==> config.mk <==
export PLATFORM = sky130hd
export DESIGN_NAME = fbi_host
export DESIGN_NICKNAME = d
export VERILOG_FILES = /design/src/core/fbi_pkg.sv /design/src/core/fbi_host.sv
export SDC_FILE = /design/constraint.sdc
export NUM_CORES = 1
export LEC_CHECK = 0
export ABC_AREA = 1
export BUFFER_PORTS_ARGS = -buffer_cell sky130_fd_sc_hd__buf_4
export CAP_MARGIN = 20
export CORE_MARGIN = 2
export CORE_UTILIZATION = 59
export CTS_BUF_LIST = sky130_fd_sc_hd__clkbuf_4 sky130_fd_sc_hd__clkbuf_8 sky130_fd_sc_hd__clkbuf_16
export DETAILED_ROUTE_END_ITERATION = 6
export PLACE_DENSITY = 0.82
export SLEW_MARGIN = 20
export SYNTH_ARGS = -nofsm -noshare
export SYNTH_HDL_FRONTEND = slang
export SYNTH_SLANG_ARGS = --single-unit
==> constraint.sdc <==
create_clock -name CLK -period 3.05 [get_ports CLK]
set_input_delay 0.61 -clock CLK [delete_from_list [all_inputs] [get_ports CLK]]
set_output_delay 0.61 -clock CLK [all_outputs]
set_load 0.02 [all_outputs]
==> src/core/fbi_pkg.sv <==
// constants, types and register map of the flash bus host controller
// Contract
// - alteration needs setup write then confirm; program sends the data byte as its second write instead
// - host selects read mode before reading
// - data driven only on select, gate low
// - host writes read array after alteration; none follows an erase that was suspended and resumed
// - command write pin levels held by host
package fbi_pkg;

	// ****************************************
	// clock and timing
	// ****************************************
	localparam int CLK_NS = 10;

	// least times round up, never below one cycle
	function automatic int ns_to_cyc(input int ns);
		int c;
		c = (ns + CLK_NS - 1) / CLK_NS;
		return (c < 1) ? 1 : c;
	endfunction

	localparam int T_SETUP_NS = 20;
	localparam int T_WE_LOW_NS = 50;
	localparam int T_HOLD_NS = 20;
	localparam int T_ACCESS_NS = 90;
	localparam int T_BUSY_NS = 200;
	localparam int T_WAKE_NS = 1000;
	localparam logic [7:0] SETUP_CYC = 8'(ns_to_cyc(T_SETUP_NS));
	localparam logic [7:0] WE_LOW_CYC = 8'(ns_to_cyc(T_WE_LOW_NS));
	localparam logic [7:0] HOLD_CYC = 8'(ns_to_cyc(T_HOLD_NS));
	localparam logic [7:0] ACCESS_CYC = 8'(ns_to_cyc(T_ACCESS_NS));
	localparam logic [7:0] BUSY_CYC = 8'(ns_to_cyc(T_BUSY_NS));
	localparam logic [7:0] WAKE_CYC = 8'(ns_to_cyc(T_WAKE_NS));

	// ****************************************
	// register map and fields
	// ****************************************
	localparam logic [7:0] OFS_CTRL = 8'h00;
	localparam logic [7:0] OFS_ADDR = 8'h04;
	localparam logic [7:0] OFS_WDATA = 8'h08;
	localparam logic [7:0] OFS_RDATA = 8'h0C;
	localparam logic [7:0] OFS_STATUS = 8'h10;
	localparam logic [7:0] OFS_CONFIG = 8'h14;
	localparam int CTRL_OP_MSB = 3;
	localparam int CFG_PD_BIT = 0;
	localparam int CFG_VPP_BIT = 1;
	localparam int STAT_BUSY_BIT = 0;
	localparam int STAT_RB_BIT = 1;
	localparam int STAT_DONE_BIT = 2;
	localparam int STAT_PD_BIT = 3;
	localparam int STAT_MODE_LSB = 4;
	localparam logic CFG_PD_RESET = 1'b0;
	localparam logic CFG_VPP_RESET = 1'b0;
	localparam logic [19:0] ADDR_RESET = 20'h0_0000;
	localparam logic [7:0] DATA_RESET = 8'h00;

	// ****************************************
	// flash address and commands
	// ****************************************
	localparam int FA_W = 20;
	localparam int BLOCK_LSB = 16;
	localparam logic [7:0] CMD_READ_ARRAY = 8'hFF;
	localparam logic [7:0] CMD_IDENT = 8'h90;
	localparam logic [7:0] CMD_READ_STATUS = 8'h70;
	localparam logic [7:0] CMD_CLEAR_STATUS = 8'h50;
	localparam logic [7:0] CMD_ERASE_SETUP = 8'h20;
	localparam logic [7:0] CMD_CONFIRM = 8'hD0;
	localparam logic [7:0] CMD_SUSPEND = 8'hB0;
	localparam logic [7:0] CMD_WRITE_SETUP = 8'h40;

	// ****************************************
	// types
	// ****************************************
	typedef enum logic [3:0] {
		OP_READ = 4'h0,
		OP_IDENT = 4'h1,
		OP_STATUS = 4'h2,
		OP_PROGRAM = 4'h3,
		OP_ERASE = 4'h4,
		OP_SUSPEND = 4'h5,
		OP_RESUME = 4'h6,
		OP_CLEAR = 4'h7
	} op_e;

	typedef enum logic [1:0] {
		MODE_ARRAY = 2'b00,
		MODE_IDENT = 2'b01,
		MODE_STATUS = 2'b10
	} mode_e;

	typedef enum logic [2:0] {
		Q_IDLE = 3'b000,
		Q_MODE = 3'b001,
		Q_W1 = 3'b010,
		Q_W2 = 3'b011,
		Q_WAIT = 3'b100,
		Q_FF = 3'b101,
		Q_READ = 3'b110
	} seq_e;

	typedef enum logic [2:0] {
		B_IDLE = 3'b000,
		B_WSET = 3'b001,
		B_WLOW = 3'b010,
		B_WHOLD = 3'b011,
		B_RACC = 3'b100
	} bus_e;

	typedef struct packed {
		logic chip_select_n;
		logic output_gate_n;
		logic write_strobe_n;
		logic powerdown_reset_n;
		logic vpp_enable;
		logic [FA_W-1:0] address;
		logic [7:0] data_lines_out;
		logic data_lines_oe_n;
	} flash_pins_s;

endpackage

==> src/core/fbi_host.sv <==
// apb controlled host that drives the parallel flash pins
`timescale 1ns/10ps
module fbi_host (
	// clock and reset
	input wire logic CLK,
	input wire logic RESET_N,
	// apb slave
	input wire logic PSEL,
	input wire logic PENABLE,
	input wire logic PWRITE,
	input wire logic [7:0] PADDR,
	input wire logic [31:0] PWDATA,
	output logic [31:0] PRDATA,
	output logic PREADY,
	output logic PSLVERR,
	// flash pins
	output fbi_pkg::flash_pins_s FLASH_O,
	input wire logic [7:0] DATA_LINES_I,
	input wire logic READY_BUSY_I
);

	// ****************************************
	// helpers
	// ****************************************
	function automatic fbi_pkg::mode_e want_of(input fbi_pkg::op_e op);
		unique case (op)
			fbi_pkg::OP_IDENT: return fbi_pkg::MODE_IDENT;
			fbi_pkg::OP_STATUS: return fbi_pkg::MODE_STATUS;
			default: return fbi_pkg::MODE_ARRAY;
		endcase
	endfunction

	// {chip_select_n, output_gate_n, write_strobe_n, data_lines_oe_n}
	function automatic logic [3:0] ctl_of(input fbi_pkg::bus_e b);
		unique case (b)
			fbi_pkg::B_WSET: return 4'b0110;
			fbi_pkg::B_WLOW: return 4'b0100;
			fbi_pkg::B_WHOLD: return 4'b0110;
			fbi_pkg::B_RACC: return 4'b0011;
			default: return 4'b1111;
		endcase
	endfunction

	// ****************************************
	// state
	// ****************************************
	fbi_pkg::seq_e seq_q, seq_d;
	fbi_pkg::bus_e b_q, b_d;
	fbi_pkg::op_e op_q;
	fbi_pkg::mode_e mode_q, mode_d;
	logic [7:0] cnt_q, cnt_d, wait_q, wake_q;
	logic [19:0] addr_q, fa_q;
	logic [7:0] wdata_q, rdata_q, fd_q;
	logic [3:0] ctl_q;
	logic cfg_pd_q, cfg_vpp_q, done_q, pwd_n_q, vpp_q;
	logic [31:0] prdata_q;
	logic bus_go, bus_wr, bus_done;
	logic [19:0] bus_a;
	logic [7:0] bus_d;

	// ****************************************
	// apb decode
	// ****************************************
	wire apb_setup = PSEL & ~PENABLE;
	wire apb_wr = PSEL & PENABLE & PWRITE;
	wire hit_ctrl = PADDR == fbi_pkg::OFS_CTRL;
	wire hit_addr = PADDR == fbi_pkg::OFS_ADDR;
	wire hit_wdata = PADDR == fbi_pkg::OFS_WDATA;
	wire hit_rdata = PADDR == fbi_pkg::OFS_RDATA;
	wire hit_status = PADDR == fbi_pkg::OFS_STATUS;
	wire hit_config = PADDR == fbi_pkg::OFS_CONFIG;
	wire mapped = hit_ctrl | hit_addr | hit_wdata | hit_rdata | hit_status
		| hit_config;
	wire waking = wake_q != 8'h00;
	wire busy = (seq_q != fbi_pkg::Q_IDLE) | waking | ~pwd_n_q;
	wire op_legal = ~PWDATA[fbi_pkg::CTRL_OP_MSB];
	// suspend is the one order taken while an erase waits on the part;
	// the supply request ends with it, so keep config supply on to resume
	wire susp_ok = (seq_q == fbi_pkg::Q_WAIT) & (op_q == fbi_pkg::OP_ERASE)
		& (PWDATA[3:0] == fbi_pkg::OP_SUSPEND);
	// no order is taken while the part sleeps or wakes
	wire start_ok = (~busy | susp_ok) & ~cfg_pd_q & op_legal;
	wire start = apb_wr & hit_ctrl & start_ok;
	wire bad_wr = apb_wr & (hit_rdata | (hit_ctrl & ~start_ok));
	wire done_clr = apb_wr & hit_status & PWDATA[fbi_pkg::STAT_DONE_BIT];
	wire [31:0] status_word = {26'h000_0000, mode_q, pwd_n_q ? 1'b0 : 1'b1,
		done_q, READY_BUSY_I, busy};
	wire [31:0] rd_mux =
		hit_ctrl ? {28'h000_0000, op_q} :
		hit_addr ? {12'h000, addr_q} :
		hit_wdata ? {24'h00_0000, wdata_q} :
		hit_rdata ? {24'h00_0000, rdata_q} :
		hit_status ? status_word :
		hit_config ? {30'h0000_0000, cfg_vpp_q, cfg_pd_q} :
		32'h0000_0000;
	assign PREADY = 1'b1;
	assign PSLVERR = PSEL & PENABLE & (~mapped | bad_wr);
	assign PRDATA = prdata_q;

	// ****************************************
	// operation sequencing
	// ****************************************
	wire fbi_pkg::op_e new_op = fbi_pkg::op_e'(PWDATA[3:0]);
	wire new_read = (new_op == fbi_pkg::OP_READ)
		| (new_op == fbi_pkg::OP_IDENT) | (new_op == fbi_pkg::OP_STATUS);
	// a read goes straight out only when the part is already in its mode
	wire fbi_pkg::seq_e start_seq = ~new_read ? fbi_pkg::Q_W1 :
		(want_of(new_op) != mode_q) ? fbi_pkg::Q_MODE :
		fbi_pkg::Q_READ;
	wire alter = (op_q == fbi_pkg::OP_PROGRAM) | (op_q == fbi_pkg::OP_ERASE);
	// erase targets the block base, only the top nibble matters
	wire [19:0] block_a = {addr_q[19:fbi_pkg::BLOCK_LSB], 16'h0000};
	// identifier reads use only the low address bit
	wire [19:0] ident_a = {19'h0_0000, addr_q[0]};
	wire [7:0] mode_cmd = (want_of(op_q) == fbi_pkg::MODE_IDENT) ?
		fbi_pkg::CMD_IDENT : (want_of(op_q) == fbi_pkg::MODE_STATUS) ?
		fbi_pkg::CMD_READ_STATUS : fbi_pkg::CMD_READ_ARRAY;
	wire [7:0] first_cmd =
		(op_q == fbi_pkg::OP_PROGRAM) ? fbi_pkg::CMD_WRITE_SETUP :
		(op_q == fbi_pkg::OP_ERASE) ? fbi_pkg::CMD_ERASE_SETUP :
		(op_q == fbi_pkg::OP_SUSPEND) ? fbi_pkg::CMD_SUSPEND :
		(op_q == fbi_pkg::OP_RESUME) ? fbi_pkg::CMD_CONFIRM :
		fbi_pkg::CMD_CLEAR_STATUS;
	wire [7:0] second_data = (op_q == fbi_pkg::OP_PROGRAM) ? wdata_q :
		fbi_pkg::CMD_CONFIRM;
	wire b_free = b_q == fbi_pkg::B_IDLE;

	always_comb begin
		seq_d = seq_q;
		bus_go = 1'b0;
		bus_wr = 1'b1;
		bus_a = addr_q;
		bus_d = first_cmd;
		unique case (seq_q)
			fbi_pkg::Q_IDLE: begin
				if (start) begin
					seq_d = start_seq;
				end
			end
			fbi_pkg::Q_MODE: begin
				bus_go = b_free;
				bus_d = mode_cmd;
				if (bus_done) begin
					seq_d = fbi_pkg::Q_READ;
				end
			end
			fbi_pkg::Q_W1: begin
				bus_go = b_free;
				bus_a = (op_q == fbi_pkg::OP_ERASE) ? block_a : addr_q;
				if (bus_done) begin
					// a setup write alone never alters; the data byte (program) or confirm (erase) follows
					seq_d = alter ? fbi_pkg::Q_W2 :
						(op_q == fbi_pkg::OP_SUSPEND) ? fbi_pkg::Q_WAIT :
						fbi_pkg::Q_IDLE;
				end
			end
			fbi_pkg::Q_W2: begin
				bus_go = b_free;
				bus_a = (op_q == fbi_pkg::OP_ERASE) ? block_a : addr_q;
				bus_d = second_data;
				if (bus_done) begin
					seq_d = fbi_pkg::Q_WAIT;
				end
			end
			fbi_pkg::Q_WAIT: begin
				// the part may take a while to pull ready low, so wait first
				if (start) begin
					seq_d = start_seq;
				end else if (wait_q == 8'h00 && READY_BUSY_I) begin
					seq_d = alter ? fbi_pkg::Q_FF : fbi_pkg::Q_IDLE;
				end
			end
			fbi_pkg::Q_FF: begin
				bus_go = b_free;
				bus_d = fbi_pkg::CMD_READ_ARRAY;
				if (bus_done) begin
					seq_d = fbi_pkg::Q_IDLE;
				end
			end
			fbi_pkg::Q_READ: begin
				bus_go = b_free;
				bus_wr = 1'b0;
				bus_a = (op_q == fbi_pkg::OP_IDENT) ? ident_a : addr_q;
				if (bus_done) begin
					seq_d = fbi_pkg::Q_IDLE;
				end
			end
			default: seq_d = fbi_pkg::Q_IDLE;
		endcase
	end

	always_comb begin
		mode_d = mode_q;
		if (!pwd_n_q) begin
			mode_d = fbi_pkg::MODE_ARRAY;
		end else if (bus_done && seq_q == fbi_pkg::Q_MODE) begin
			mode_d = want_of(op_q);
		end else if (bus_done && seq_q == fbi_pkg::Q_W1
			&& op_q != fbi_pkg::OP_CLEAR) begin
			mode_d = fbi_pkg::MODE_STATUS;
		end else if (bus_done && seq_q == fbi_pkg::Q_FF) begin
			mode_d = fbi_pkg::MODE_ARRAY;
		end
	end

	// ****************************************
	// pin cycle engine
	// ****************************************
	wire cnt_zero = cnt_q == 8'h00;

	always_comb begin
		b_d = b_q;
		cnt_d = cnt_zero ? 8'h00 : cnt_q - 8'h01;
		bus_done = 1'b0;
		unique case (b_q)
			fbi_pkg::B_IDLE: begin
				if (bus_go) begin
					b_d = bus_wr ? fbi_pkg::B_WSET : fbi_pkg::B_RACC;
					cnt_d = bus_wr ? fbi_pkg::SETUP_CYC - 8'h01 :
						fbi_pkg::ACCESS_CYC - 8'h01;
				end
			end
			fbi_pkg::B_WSET: begin
				if (cnt_zero) begin
					b_d = fbi_pkg::B_WLOW;
					cnt_d = fbi_pkg::WE_LOW_CYC - 8'h01;
				end
			end
			fbi_pkg::B_WLOW: begin
				if (cnt_zero) begin
					// data stays on the lines past the strobe rise
					b_d = fbi_pkg::B_WHOLD;
					cnt_d = fbi_pkg::HOLD_CYC - 8'h01;
				end
			end
			fbi_pkg::B_WHOLD: begin
				if (cnt_zero) begin
					b_d = fbi_pkg::B_IDLE;
					bus_done = 1'b1;
				end
			end
			fbi_pkg::B_RACC: begin
				if (cnt_zero) begin
					b_d = fbi_pkg::B_IDLE;
					bus_done = 1'b1;
				end
			end
			default: b_d = fbi_pkg::B_IDLE;
		endcase
	end

	wire rd_take = (b_q == fbi_pkg::B_RACC) & cnt_zero;
	wire vpp_d = cfg_vpp_q | ((seq_q != fbi_pkg::Q_IDLE) & alter);

	// ****************************************
	// registers
	// ****************************************
	always_ff @(posedge CLK) begin
		if (!RESET_N) begin
			seq_q <= fbi_pkg::Q_IDLE;
			b_q <= fbi_pkg::B_IDLE;
			op_q <= fbi_pkg::OP_READ;
			mode_q <= fbi_pkg::MODE_ARRAY;
			cnt_q <= 8'h00;
			wait_q <= 8'h00;
			wake_q <= fbi_pkg::WAKE_CYC;
			addr_q <= fbi_pkg::ADDR_RESET;
			fa_q <= fbi_pkg::ADDR_RESET;
			wdata_q <= fbi_pkg::DATA_RESET;
			rdata_q <= fbi_pkg::DATA_RESET;
			fd_q <= fbi_pkg::DATA_RESET;
			ctl_q <= 4'hF;
			cfg_pd_q <= fbi_pkg::CFG_PD_RESET;
			cfg_vpp_q <= fbi_pkg::CFG_VPP_RESET;
			done_q <= 1'b0;
			pwd_n_q <= 1'b0;
			vpp_q <= 1'b0;
			prdata_q <= 32'h0000_0000;
		end else begin
			seq_q <= seq_d;
			b_q <= b_d;
			mode_q <= mode_d;
			cnt_q <= cnt_d;
			ctl_q <= ctl_of(b_d);
			vpp_q <= vpp_d;
			pwd_n_q <= ~cfg_pd_q;
			done_q <= ((seq_q != fbi_pkg::Q_IDLE) & (seq_d == fbi_pkg::Q_IDLE))
				| (done_q & ~done_clr);
			if (seq_d == fbi_pkg::Q_WAIT && seq_q != fbi_pkg::Q_WAIT) begin
				wait_q <= fbi_pkg::BUSY_CYC;
			end else if (wait_q != 8'h00) begin
				wait_q <= wait_q - 8'h01;
			end
			if (!pwd_n_q) begin
				wake_q <= fbi_pkg::WAKE_CYC;
			end else if (waking) begin
				wake_q <= wake_q - 8'h01;
			end
			if (start) begin
				op_q <= new_op;
			end
			if (b_free && bus_go) begin
				fa_q <= bus_a;
				fd_q <= bus_d;
			end
			if (rd_take) begin
				rdata_q <= DATA_LINES_I;
			end
			if (apb_wr && hit_addr) begin
				addr_q <= PWDATA[19:0];
			end
			if (apb_wr && hit_wdata) begin
				wdata_q <= PWDATA[7:0];
			end
			if (apb_wr && hit_config) begin
				cfg_pd_q <= PWDATA[fbi_pkg::CFG_PD_BIT];
				cfg_vpp_q <= PWDATA[fbi_pkg::CFG_VPP_BIT];
			end
			if (apb_setup && !PWRITE) begin
				prdata_q <= rd_mux;
			end
		end
	end

	assign FLASH_O = {ctl_q[3], ctl_q[2], ctl_q[1], pwd_n_q, vpp_q, fa_q,
		fd_q, ctl_q[0]};

endmodule

==> key figures, run 1 <==
Outcome
  • Run status: finished, final reports clean

Pwr
  • Sum of internal, switching and leakage power: 4460 uW
  • Peak ir drop on the vdd network: 0.484 mV
  • Cell area power density: 613 nW/um^2
  • Leakage power figure: 0.00320 uW

STA
  • Unrepaired setup endpoints after global routing: false
  • Part of the cycle the worst path needs: 92.3%
  • Rel. slew slack: 41.8%
  • Shortest period the worst path allows: 2.82 ns
  • Hold Vio Cnt, Final: 0
  • Worst-Margin Slew: 0.873 ns
  • Summed negative setup slack over all endpoints: 0 ns
  • Final-report max-slew violation count: 0
  • Maximum frequency from static timing analysis: 0.355 GHz
  • Final setup violating endpoints: 0
  • Worst Slack Setup Final: 0.235 ns
  • Layout Skew: 0.00812 ns

Hold path
  • Startpoint of the most critical hold path: PWDATA[15]
  • Min-delay worst type: in2reg

Synth
  • Synthesized area per cell: 7.36 sq um
  • Proportion of synthesized flip-flops having asynchronous set or reset: 0%
  • Flip-flop and latch count after synthesis: 129
  • Number of enable-type register cells in the synthesized netlist: 0
  • Most instantiated flip-flop cell in the synthesis netlist: sky130_fd_sc_hd__dfxtp_1
  • Gate count of the mapped netlist: 806
  • Post-synth top area share: 43.5%
  • Count of unique library cells instantiated by Yosys: 46
  • Dominant cells by area after synthesis: sky130_fd_sc_hd__dfxtp_1 (44%), sky130_fd_sc_hd__nand2_1 (9.1%), sky130_fd_sc_hd__nor2_1 (6.4%), sky130_fd_sc_hd__inv_1 (6.3%), sky130_fd_sc_hd__o21ai_0 (6.1%)
  • Dominant cell type by area after synthesis: sky130_fd_sc_hd__dfxtp_1
  • Warnings, synthesis: 0
  • Register area share after synthesis: 43.5%
  • Post-Syn Area: 5930 sq um

Route
  • Total routed wirelength: 15700 um
  • Antenna violation net count after detailed routing: 0
  • First-pass iteration count of the detailed router: 5
  • Number of vias per cell after detailed routing: 5.47
  • Overall via count from detail_route: 5728
  • DRC Markers: 0
  • Mean routed wirelength per cell: 15.0 um
  • First-iteration detailed-routing DRC count: 540

Layout
  • Proportion of layout cells with a drive suffix above 1: 18.7%
  • Synth-to-layout area growth: 22.6%
  • Final design utilization: 74.4%
  • Leading cell types in the layout, fill and taps excluded: sky130_fd_sc_hd__nand2_1 (144), sky130_fd_sc_hd__dfxtp_1 (129), sky130_fd_sc_hd__buf_4 (106)
  • Net count of the finished layout: 965
  • Cell area after layout: 7270 sq um
  • Most common cell after layout, fill and taps aside: sky130_fd_sc_hd__nand2_1
  • Fill cells: 751
  • Diodes inserted: 0

CTS
  • CTS HTree Levels: 4
  • Clock latency of the later-clocked register in the worst-skew pair: 0.53 ns
  • Num CTS Buffers: 17
  • Clock transition time at the flip-flop clock pins of the worst setup and hold paths: 0.06 ns
  • Number of sinks driven by the clock tree: 129
  • CTS Hold Bufs: 0
  • Clock root buffer: sky130_fd_sc_hd__clkbuf_8
  • Post-CTS Setup Inserts: 0
  • Number of instances resized during post-cts repair: 0
  • Number of buffers between clock root and the deepest sink: 2
  • Clock tree from TritonCTS: done

Critical path
  • Critical path launch point: PADDR[7]
  • Required @ worst endpoint: 2.44 ns
  • Startpoint kind of the worst setup timing path: primary input
  • Type of the setup path with the least slack: in2out
  • CP top delay family: simple AND/OR/NAND/NOR gates
  • Cells traversed along the worst timing path: buf_4, nor2_1, nand3_2, inv_1, nand3_2, nor2_1, inv_1, o21ai_0, nand2_1, a21oi_1, buf_4
  • RR Startpoint: cnt_q[0]
  • Maximum cell stage delay along the critical path: 0.29 ns
  • Critical path buffers and inverters: 4
  • Cell at the slowest stage of the critical path: sky130_fd_sc_hd__nor2_1
  • CP endpoint kind: output pin
  • Critical path peak fanout: 5
  • Arrival time worst endpoint: 2.21 ns

GRT
  • Number of global-route vias before repair: 5404
  • First-pass GRT wire length: 25700 um
  • Number of antenna violations at the first check in global routing: 0
  • Global-route usage over all layers: 29.5%
  • Maximum number of pins on one net before global-route repair: 55
  • GR Overflow Total: 0

Placed design
  • Setup slack at placement: 0.322 ns
  • Placement-stage cell area: 6710 sq um
  • Buffers on Ports: 96
  • Post-detailed-placement half-perimeter wirelength: 11100 um
  • Final estimated routing congestion in global placement: 0.930

Floorplanning
  • Number of placed I/O pins: 122
  • Starting density of the core: 60.7%
  • Die Span Y: 104 um
  • Die width: 104 um
  • Total core area: 9770 sq um
  • Area of the die: 10900 sq um
  • Number of placement rows: 36

Job
  • Number of maximum-capacitance constraint violations: 0
[logic make-up (layout without fill, tap and decap cells)]
logic type | count (synthesis) | count (layout) | synth area share [%]
AND/OR/NAND/NOR | 325 | 325 | 23.8
AO/OA/AOI/OAI | 184 | 184 | 18.2
buffers and inverters | 143 | 241 | 10.5
flip-flops | 129 | 129 | 43.5
XOR/XNOR | 14 | 14 | 2.07
adder cells (fa/ha/maj) | 9 | 9 | 1.90
other | 2 | 13 | 0.127
[final cells by class]
| type | count | area [sq um] | share of cell area [%] |
|---|---|---|---|
| multi-input combinational | 545 | 2780 | 38.2 |
| sequential | 129 | 2580 | 35.5 |
| timing repair buffer | 106 | 796 | 10.9 |
| clock buffer | 24 | 485 | 6.68 |
| inverter | 103 | 387 | 5.32 |
| tap | 133 | 166 | 2.29 |
| clock inverter | 8 | 78.8 | 1.08 |
[flip-flops by register name (all words and copies together) (netlist names), 2 cells and up]
name	cells
wake_q	8
wait_q	8
mode_q	2
fd_q	8
fa_q	20
ctl_q	4
rdata_q	8
cnt_q	8
seq_q	3
wdata_q	8
addr_q	20
PRDATA	20
op_q	4
b_q	3
[report_power, final]
| group | switching, uW | internal [uW] |
|---|---|---|
| combinational | 422 | 277 |
| sequential | 66.1 | 1780 |
| clock | 735 | 1180 |
| total | 1220 | 3240 |
[tightest hold or removal path, stage by stage]
cell and delay [ns]:
sky130_fd_sc_hd__buf_4 0.07, sky130_fd_sc_hd__nor2_1 0.03, sky130_fd_sc_hd__nor2_1 0.08
[through the flow]
stage | std cells | hold WS [ns]
6_report | 1048 | 0.303
5_1_grt | 1048 | 0.303
4_1_cts | 1048 | 0.288
3_5_place_dp | 1016 | 0.440
3_3_place_gp | 1016 | 0.426
2_1_floorplan | 817 | 0.413
[cells in the mapped netlist, drive strengths merged (9+ instances only)]
master and count:
o31ai 13, buf 28, ha 9, nand3 46, inv 102, clkbuf 12
o21ai 74, nor3 10, nand2 146, a21oi 71, dfxtp 129, nor2 112
[per-layer routing]
layer | vias up | track usage (%) | routed length [um]
met1 | 2656 | 37.8 | 6730
li1 | 2797 | - | -
met2 | 244 | 47.1 | 7420
met4 | 0 | 11.3 | 316
met3 | 31 | 8.58 | 1240
met5 | - | 0 | 0
[final timing paths]
kind                end  slack (ns)  cells after the start
max             PSLVERR        0.23                     11
min          addr_q[15]        0.30                      3
min reg2reg     pwd_n_q        0.45                      1
max reg2reg   wait_q[0]        0.68                     12
(Power assumes the default switching activity.)
==> inputs of run 2 (changes only) <==
--- a/config.mk
+++ b/config.mk
@@ -9,11 +9,12 @@
 export BUFFER_PORTS_ARGS = -buffer_cell sky130_fd_sc_hd__buf_4
 export CAP_MARGIN = 20
 export CORE_MARGIN = 2
-export CORE_UTILIZATION = 59
+export CORE_UTILIZATION = 45
 export CTS_BUF_LIST = sky130_fd_sc_hd__clkbuf_4 sky130_fd_sc_hd__clkbuf_8 sky130_fd_sc_hd__clkbuf_16
 export DETAILED_ROUTE_END_ITERATION = 6
-export PLACE_DENSITY = 0.82
+export PLACE_DENSITY = 0.66
 export SLEW_MARGIN = 20
 export SYNTH_ARGS = -nofsm -noshare
 export SYNTH_HDL_FRONTEND = slang
 export SYNTH_SLANG_ARGS = --single-unit
+export TNS_END_PERCENT = 100
==> key figures, run 2 (synthesized netlist as in run 1, its figures left out) <==
Outcome
  • Run status: finished, final reports clean

CTS
  • Clock root buffer: sky130_fd_sc_hd__clkbuf_16
  • CTS Hold Bufs: 0
  • Number of sinks driven by the clock tree: 129
  • Clock tree from TritonCTS: done
  • Clock transition time at the flip-flop clock pins of the worst setup and hold paths: 0.06 ns
  • Num CTS Buffers: 17
  • Clock latency of the later-clocked register in the worst-skew pair: 0.42 ns
  • CTS HTree Levels: 4
  • Post-CTS Setup Inserts: 0
  • Number of buffers between clock root and the deepest sink: 2
  • Number of instances resized during post-cts repair: 0

Route
  • First-iteration detailed-routing DRC count: 474
  • Metal1 wirelength: 7730 um
  • Antenna violation net count after detailed routing: 0
  • DRC Markers: 0
  • Total routed wirelength: 15000 um
  • Top routing layer in use: met4
  • Met3 wire len: 816 um
  • Overall via count from detail_route: 5423
  • First-pass iteration count of the detailed router: 5
  • Number of vias per cell after detailed routing: 4.99
  • Mean routed wirelength per cell: 13.8 um
  • Wire length on met2: 6260 um

STA
  • Summed negative setup slack over all endpoints: 0 ns
  • Maximum frequency from static timing analysis: 0.367 GHz
  • Hold Vio Cnt, Final: 0
  • Part of the cycle the worst path needs: 89.2%
  • Final-report max-slew violation count: 0
  • Worst-Margin Slew: 0.871 ns
  • Layout Skew: 0.00641 ns
  • Rel. slew slack: 41.9%
  • Shortest period the worst path allows: 2.72 ns
  • Final setup violating endpoints: 0
  • Unrepaired setup endpoints after global routing: false

Critical path
  • Slack of the worst reg-to-reg path: 0.78 ns
  • Type of the setup path with the least slack: in2out
  • Critical path peak fanout: 5
  • Arrival time worst endpoint: 2.11 ns
  • CP endpoint kind: output pin
  • Maximum cell stage delay along the critical path: 0.23 ns
  • Startpoint kind of the worst setup timing path: primary input
  • Cells traversed along the worst timing path: buf_4, nor2_1, nand3_2, inv_1, nand3_2, nor2_1, inv_1, o21ai_0, nand2_1, a21oi_1, buf_4
  • Cell at the slowest stage of the critical path: sky130_fd_sc_hd__nor2_1
  • Required @ worst endpoint: 2.44 ns

Layout
  • Leading cell types in the layout, fill and taps excluded: sky130_fd_sc_hd__nand2_1 (144), sky130_fd_sc_hd__dfxtp_1 (129), sky130_fd_sc_hd__buf_4 (105)
  • Net count of the finished layout: 964
  • Final design utilization: 57.7%
  • Diodes inserted: 0
  • Cell area after layout: 7340 sq um
  • Proportion of layout cells with a drive suffix above 1: 18.6%
  • Synth-to-layout area growth: 23.7%
  • Most common cell after layout, fill and taps aside: sky130_fd_sc_hd__nand2_1

Pwr
  • Cell area power density: 622 nW/um^2
  • Peak ir drop on the vdd network: 0.481 mV
  • Leakage power figure: 0.00322 uW

Floorplanning
  • Die width: 119 um
  • Number of placed I/O pins: 122
  • Starting density of the core: 46.6%
  • Area of the die: 14100 sq um
  • Total core area: 12700 sq um
  • Die Span Y: 119 um
  • Number of placement rows: 41

Hold path
  • Min-delay worst type: in2reg

GRT
  • GR Overflow Total: 0
  • Global-route usage over all layers: 22.2%
  • Number of global-route vias before repair: 5035
  • First-pass GRT wire length: 25100 um
  • Maximum number of pins on one net before global-route repair: 55
  • Number of antenna violations at the first check in global routing: 0

Job
  • Number of maximum-capacitance constraint violations: 0

Placed design
  • Placement-stage cell area: 6750 sq um
  • Post-detailed-placement half-perimeter wirelength: 11100 um
  • Final estimated routing congestion in global placement: 0.893
  • Buffers on Ports: 96
==> run 2: cell count changes in the layout (fill, tap and decap cells not counted), sizes merged <==
cell / change
clkinv: +3
clkbuf: -6
inv: +5
buf: -1
clkinvlp: -3
bufinv: +1
==> run 2: routing by layer <==
metal	GRT usage, %	vias to the layer above
li1	-	2802
met1	32.5	2437
met2	32.1	164
met3	4.69	20
met4	7.96	0
met5	0	-
==> run 2: layout make-up <==
class	instances	area (sq um)
well taps	172	215
fillers	1251	5380
clock buffers	18	439
multi-input cells	545	2780
flip-flops and latches	129	2580
clock inverters	14	153
inverters	103	387
repair buffers	105	788
==> run 2: where the power goes <==
part           internal [uW]  total, uW  switching (uW)  leakage (uW)
registers               1780       1840            61.9       0.00104
logic                    274        687             413       0.00188
clock network           1240       2040             799      0.000292
==> run 2: critical path, delay by kind of cell <==
| kind | cells | cell delay, ns |
|---|---|---|
| and+or+nand+nor | 5 | 0.71 |
| buffers and inverters | 4 | 0.54 |
| AOI/OAI and AO/OA | 2 | 0.24 |
==> run 2: worst paths after layout <==
check / startpoint / end / depth (start not counted)
setup / recovery: PADDR[7] / PSLVERR / 11
hold / removal: PWDATA[17] / addr_q[17] / 3
setup reg to reg: cnt_q[0] / wait_q[3] / 12
hold reg to reg: cfg_pd_q / pwd_n_q / 1
==> run 2: stage by stage <==
step                      setup slack, ns  power (uW)  hold slack (ns)  instances
final                               0.329        4560            0.407       1086
after global routing               0.0692        4810            0.411       1086
after CTS                           0.351        4610            0.397       1086
after detailed placement            0.368        2560            0.437       1054
after global placement              0.353        2550            0.421       1054
after floorplan                     0.575        2420            0.413        817
==> inputs of run 3 (changes only) <==
--- a/config.mk
+++ b/config.mk
@@ -12,6 +12,7 @@
 export CORE_UTILIZATION = 45
 export CTS_BUF_LIST = sky130_fd_sc_hd__clkbuf_4 sky130_fd_sc_hd__clkbuf_8 sky130_fd_sc_hd__clkbuf_16
 export DETAILED_ROUTE_END_ITERATION = 6
+export GPL_TIMING_DRIVEN = 0
 export PLACE_DENSITY = 0.66
 export SLEW_MARGIN = 20
 export SYNTH_ARGS = -nofsm -noshare
==> key figures, run 3 (synthesized netlist as in run 1, its figures left out) <==
Outcome
  • Run status: finished, final reports clean

Hold path
  • Min-delay worst type: in2reg

Floorplanning
  • Area of the die: 14100 sq um
  • Number of placement rows: 41
  • Die Span Y: 119 um
  • Die width: 119 um
  • Total core area: 12700 sq um
  • Starting density of the core: 46.6%
  • Number of placed I/O pins: 122

CTS
  • CTS Hold Bufs: 0
  • Clock latency of the later-clocked register in the worst-skew pair: 0.43 ns
  • CTS HTree Levels: 4
  • Num CTS Buffers: 17
  • Post-CTS Setup Inserts: 0
  • Number of instances resized during post-cts repair: 0
  • Number of buffers between clock root and the deepest sink: 2
  • Number of sinks driven by the clock tree: 129
  • Clock tree from TritonCTS: done
  • Clock transition time at the flip-flop clock pins of the worst setup and hold paths: 0.06 ns
  • Clock root buffer: sky130_fd_sc_hd__clkbuf_16

Critical path
  • Type of the setup path with the least slack: in2out
  • Arrival time worst endpoint: 2.14 ns
  • Required @ worst endpoint: 2.44 ns
  • Startpoint kind of the worst setup timing path: primary input
  • CP endpoint kind: output pin
  • Critical path peak fanout: 5

Route
  • Overall via count from detail_route: 5505
  • Mean routed wirelength per cell: 14.4 um
  • First-iteration detailed-routing DRC count: 491
  • Antenna violation net count after detailed routing: 0
  • First-pass iteration count of the detailed router: 5
  • Number of vias per cell after detailed routing: 4.93
  • Total routed wirelength: 16100 um
  • DRC Markers: 0

GRT
  • GR Overflow Total: 0
  • First-pass GRT wire length: 25800 um
  • Global routing's busiest layer: met2
  • Met3 usage: 5.80%
  • Global routing usage on met2: 34.7%
  • Maximum number of pins on one net before global-route repair: 17
  • Number of antenna violations at the first check in global routing: 0
  • Number of global-route vias before repair: 5048
  • Global-route usage over all layers: 23.3%
  • Met1 Use GR: 32.8%

Pwr
  • Internal portion of total power: 3360 uW
  • Switching component of the power: 1290 uW
  • Fraction of power spent switching nets: 27.7%
  • Portion of total power attributed to the clock network: 44.9%
  • Cell area power density: 619 nW/um^2
  • Leakage power figure: 0.00331 uW
  • Peak ir drop on the vdd network: 0.299 mV
  • Proportion of power drawn by combinational gates: 15.4%
  • Part of the total power dissipated in sequential elements: 39.7%
  • Sum of internal, switching and leakage power: 4650 uW

STA
  • Maximum frequency from static timing analysis: 0.363 GHz
  • Layout Skew: 0.00893 ns
  • Final-report max-slew violation count: 0
  • Worst-Margin Slew: 0.738 ns
  • Unrepaired setup endpoints after global routing: false
  • Rel. slew slack: 50.8%
  • Final setup violating endpoints: 0
  • Part of the cycle the worst path needs: 90.2%
  • Summed negative setup slack over all endpoints: 0 ns
  • Shortest period the worst path allows: 2.75 ns
  • Hold Vio Cnt, Final: 0

Layout
  • Final design utilization: 59.0%
  • Proportion of layout cells with a drive suffix above 1: 19.5%
  • Most common cell after layout, fill and taps aside: sky130_fd_sc_hd__nand2_1
  • Final standard cell count with taps included and fillers excluded: 1116
  • Synth-to-layout area growth: 26.6%
  • Leading cell types in the layout, fill and taps excluded: sky130_fd_sc_hd__nand2_1 (144), sky130_fd_sc_hd__dfxtp_1 (129), sky130_fd_sc_hd__buf_4 (111)
  • Diodes inserted: 0
  • Net count of the finished layout: 994

Placed design
  • Cell Count Post-Placement: 1084
  • Post-detailed-placement half-perimeter wirelength: 12400 um
  • Buffers on Ports: 95
  • Final estimated routing congestion in global placement: 0.925

Job
  • Number of maximum-capacitance constraint violations: 0
-- run 3: cell count changes in the layout (fill, tap and decap cells not counted), moves of 2 or more --
cell                       before  now
sky130_fd_sc_hd__buf_2          0    7
sky130_fd_sc_hd__clkinv_4       2    4
sky130_fd_sc_hd__buf_6          0    2
sky130_fd_sc_hd__buf_1          0    3
sky130_fd_sc_hd__inv_6          6    3
sky130_fd_sc_hd__clkbuf_1       0   12
sky130_fd_sc_hd__buf_4        105  111
-- run 3: metrics by stage --
stage	hold WS, ns	worst slack, ns	cell area [sq um]
floorplan	0.413	0.575	5970
global placement	0.429	0.334	6900
detailed placement	0.444	0.318	6900
CTS	0.389	0.301	7510
global route	0.402	0.0896	7510
finish	0.403	0.298	7510
-- run 3: path summary, 6_finish.rpt --
path | startpoint | endpoint | slack (ns) | cells after the start
worst max-delay path | PADDR[7] | PSLVERR | 0.30 | 11
worst min-delay path | PWDATA[17] | addr_q[17] | 0.40 | 3
worst max register to register | cnt_q[0] | wait_q[1] | 0.97 | 12
worst min register to register | fd_q[4] | fd_q[4] | 0.45 | 2
-- run 3: power groups by stage --
stage          combinational (uW)  clock [uW]  sequential [uW]
4_1_cts                       724        2110             1850
3_5_place_dp                  717           0             1880
6_report                      717        2090             1850
3_3_place_gp                  705           0             1880
2_1_floorplan                 549           0             1870
5_1_grt                       840        2180             1860
-- run 3: metal layers --
layer / share of wire [%] / wire length, um / vias to the layer above
met4: 1.6 / 252 / 0
met3: 6.3 / 1020 / 20
met5: 0 / 0 / -
met1: 49 / 7860 / 2461
li1: - / - / 2848
met2: 43 / 6960 / 176
-- run 3: final cells by class --
class / count / area, sq um
Sequential cell: 129 / 2580
Buffer: 40 / 234
Tap cell: 172 / 215
Timing Repair Buffer: 95 / 713
Fill cell: 1262 / 5210
Multi-Input combinational cell: 545 / 2770
Clock buffer: 17 / 425
Clock inverter: 15 / 181
Inverter: 103 / 387
-- run 3: critical path: stages --
cell and delay [ns]:
sky130_fd_sc_hd__buf_4 0.11, sky130_fd_sc_hd__nor2_1 0.17, sky130_fd_sc_hd__nand3_2 0.15, sky130_fd_sc_hd__inv_1 0.13, sky130_fd_sc_hd__nand3_2 0.10, sky130_fd_sc_hd__nor2_1 0.23, sky130_fd_sc_hd__inv_1 0.16, sky130_fd_sc_hd__o21ai_0 0.12
sky130_fd_sc_hd__nand2_1 0.08, sky130_fd_sc_hd__a21oi_1 0.13, sky130_fd_sc_hd__buf_4 0.16
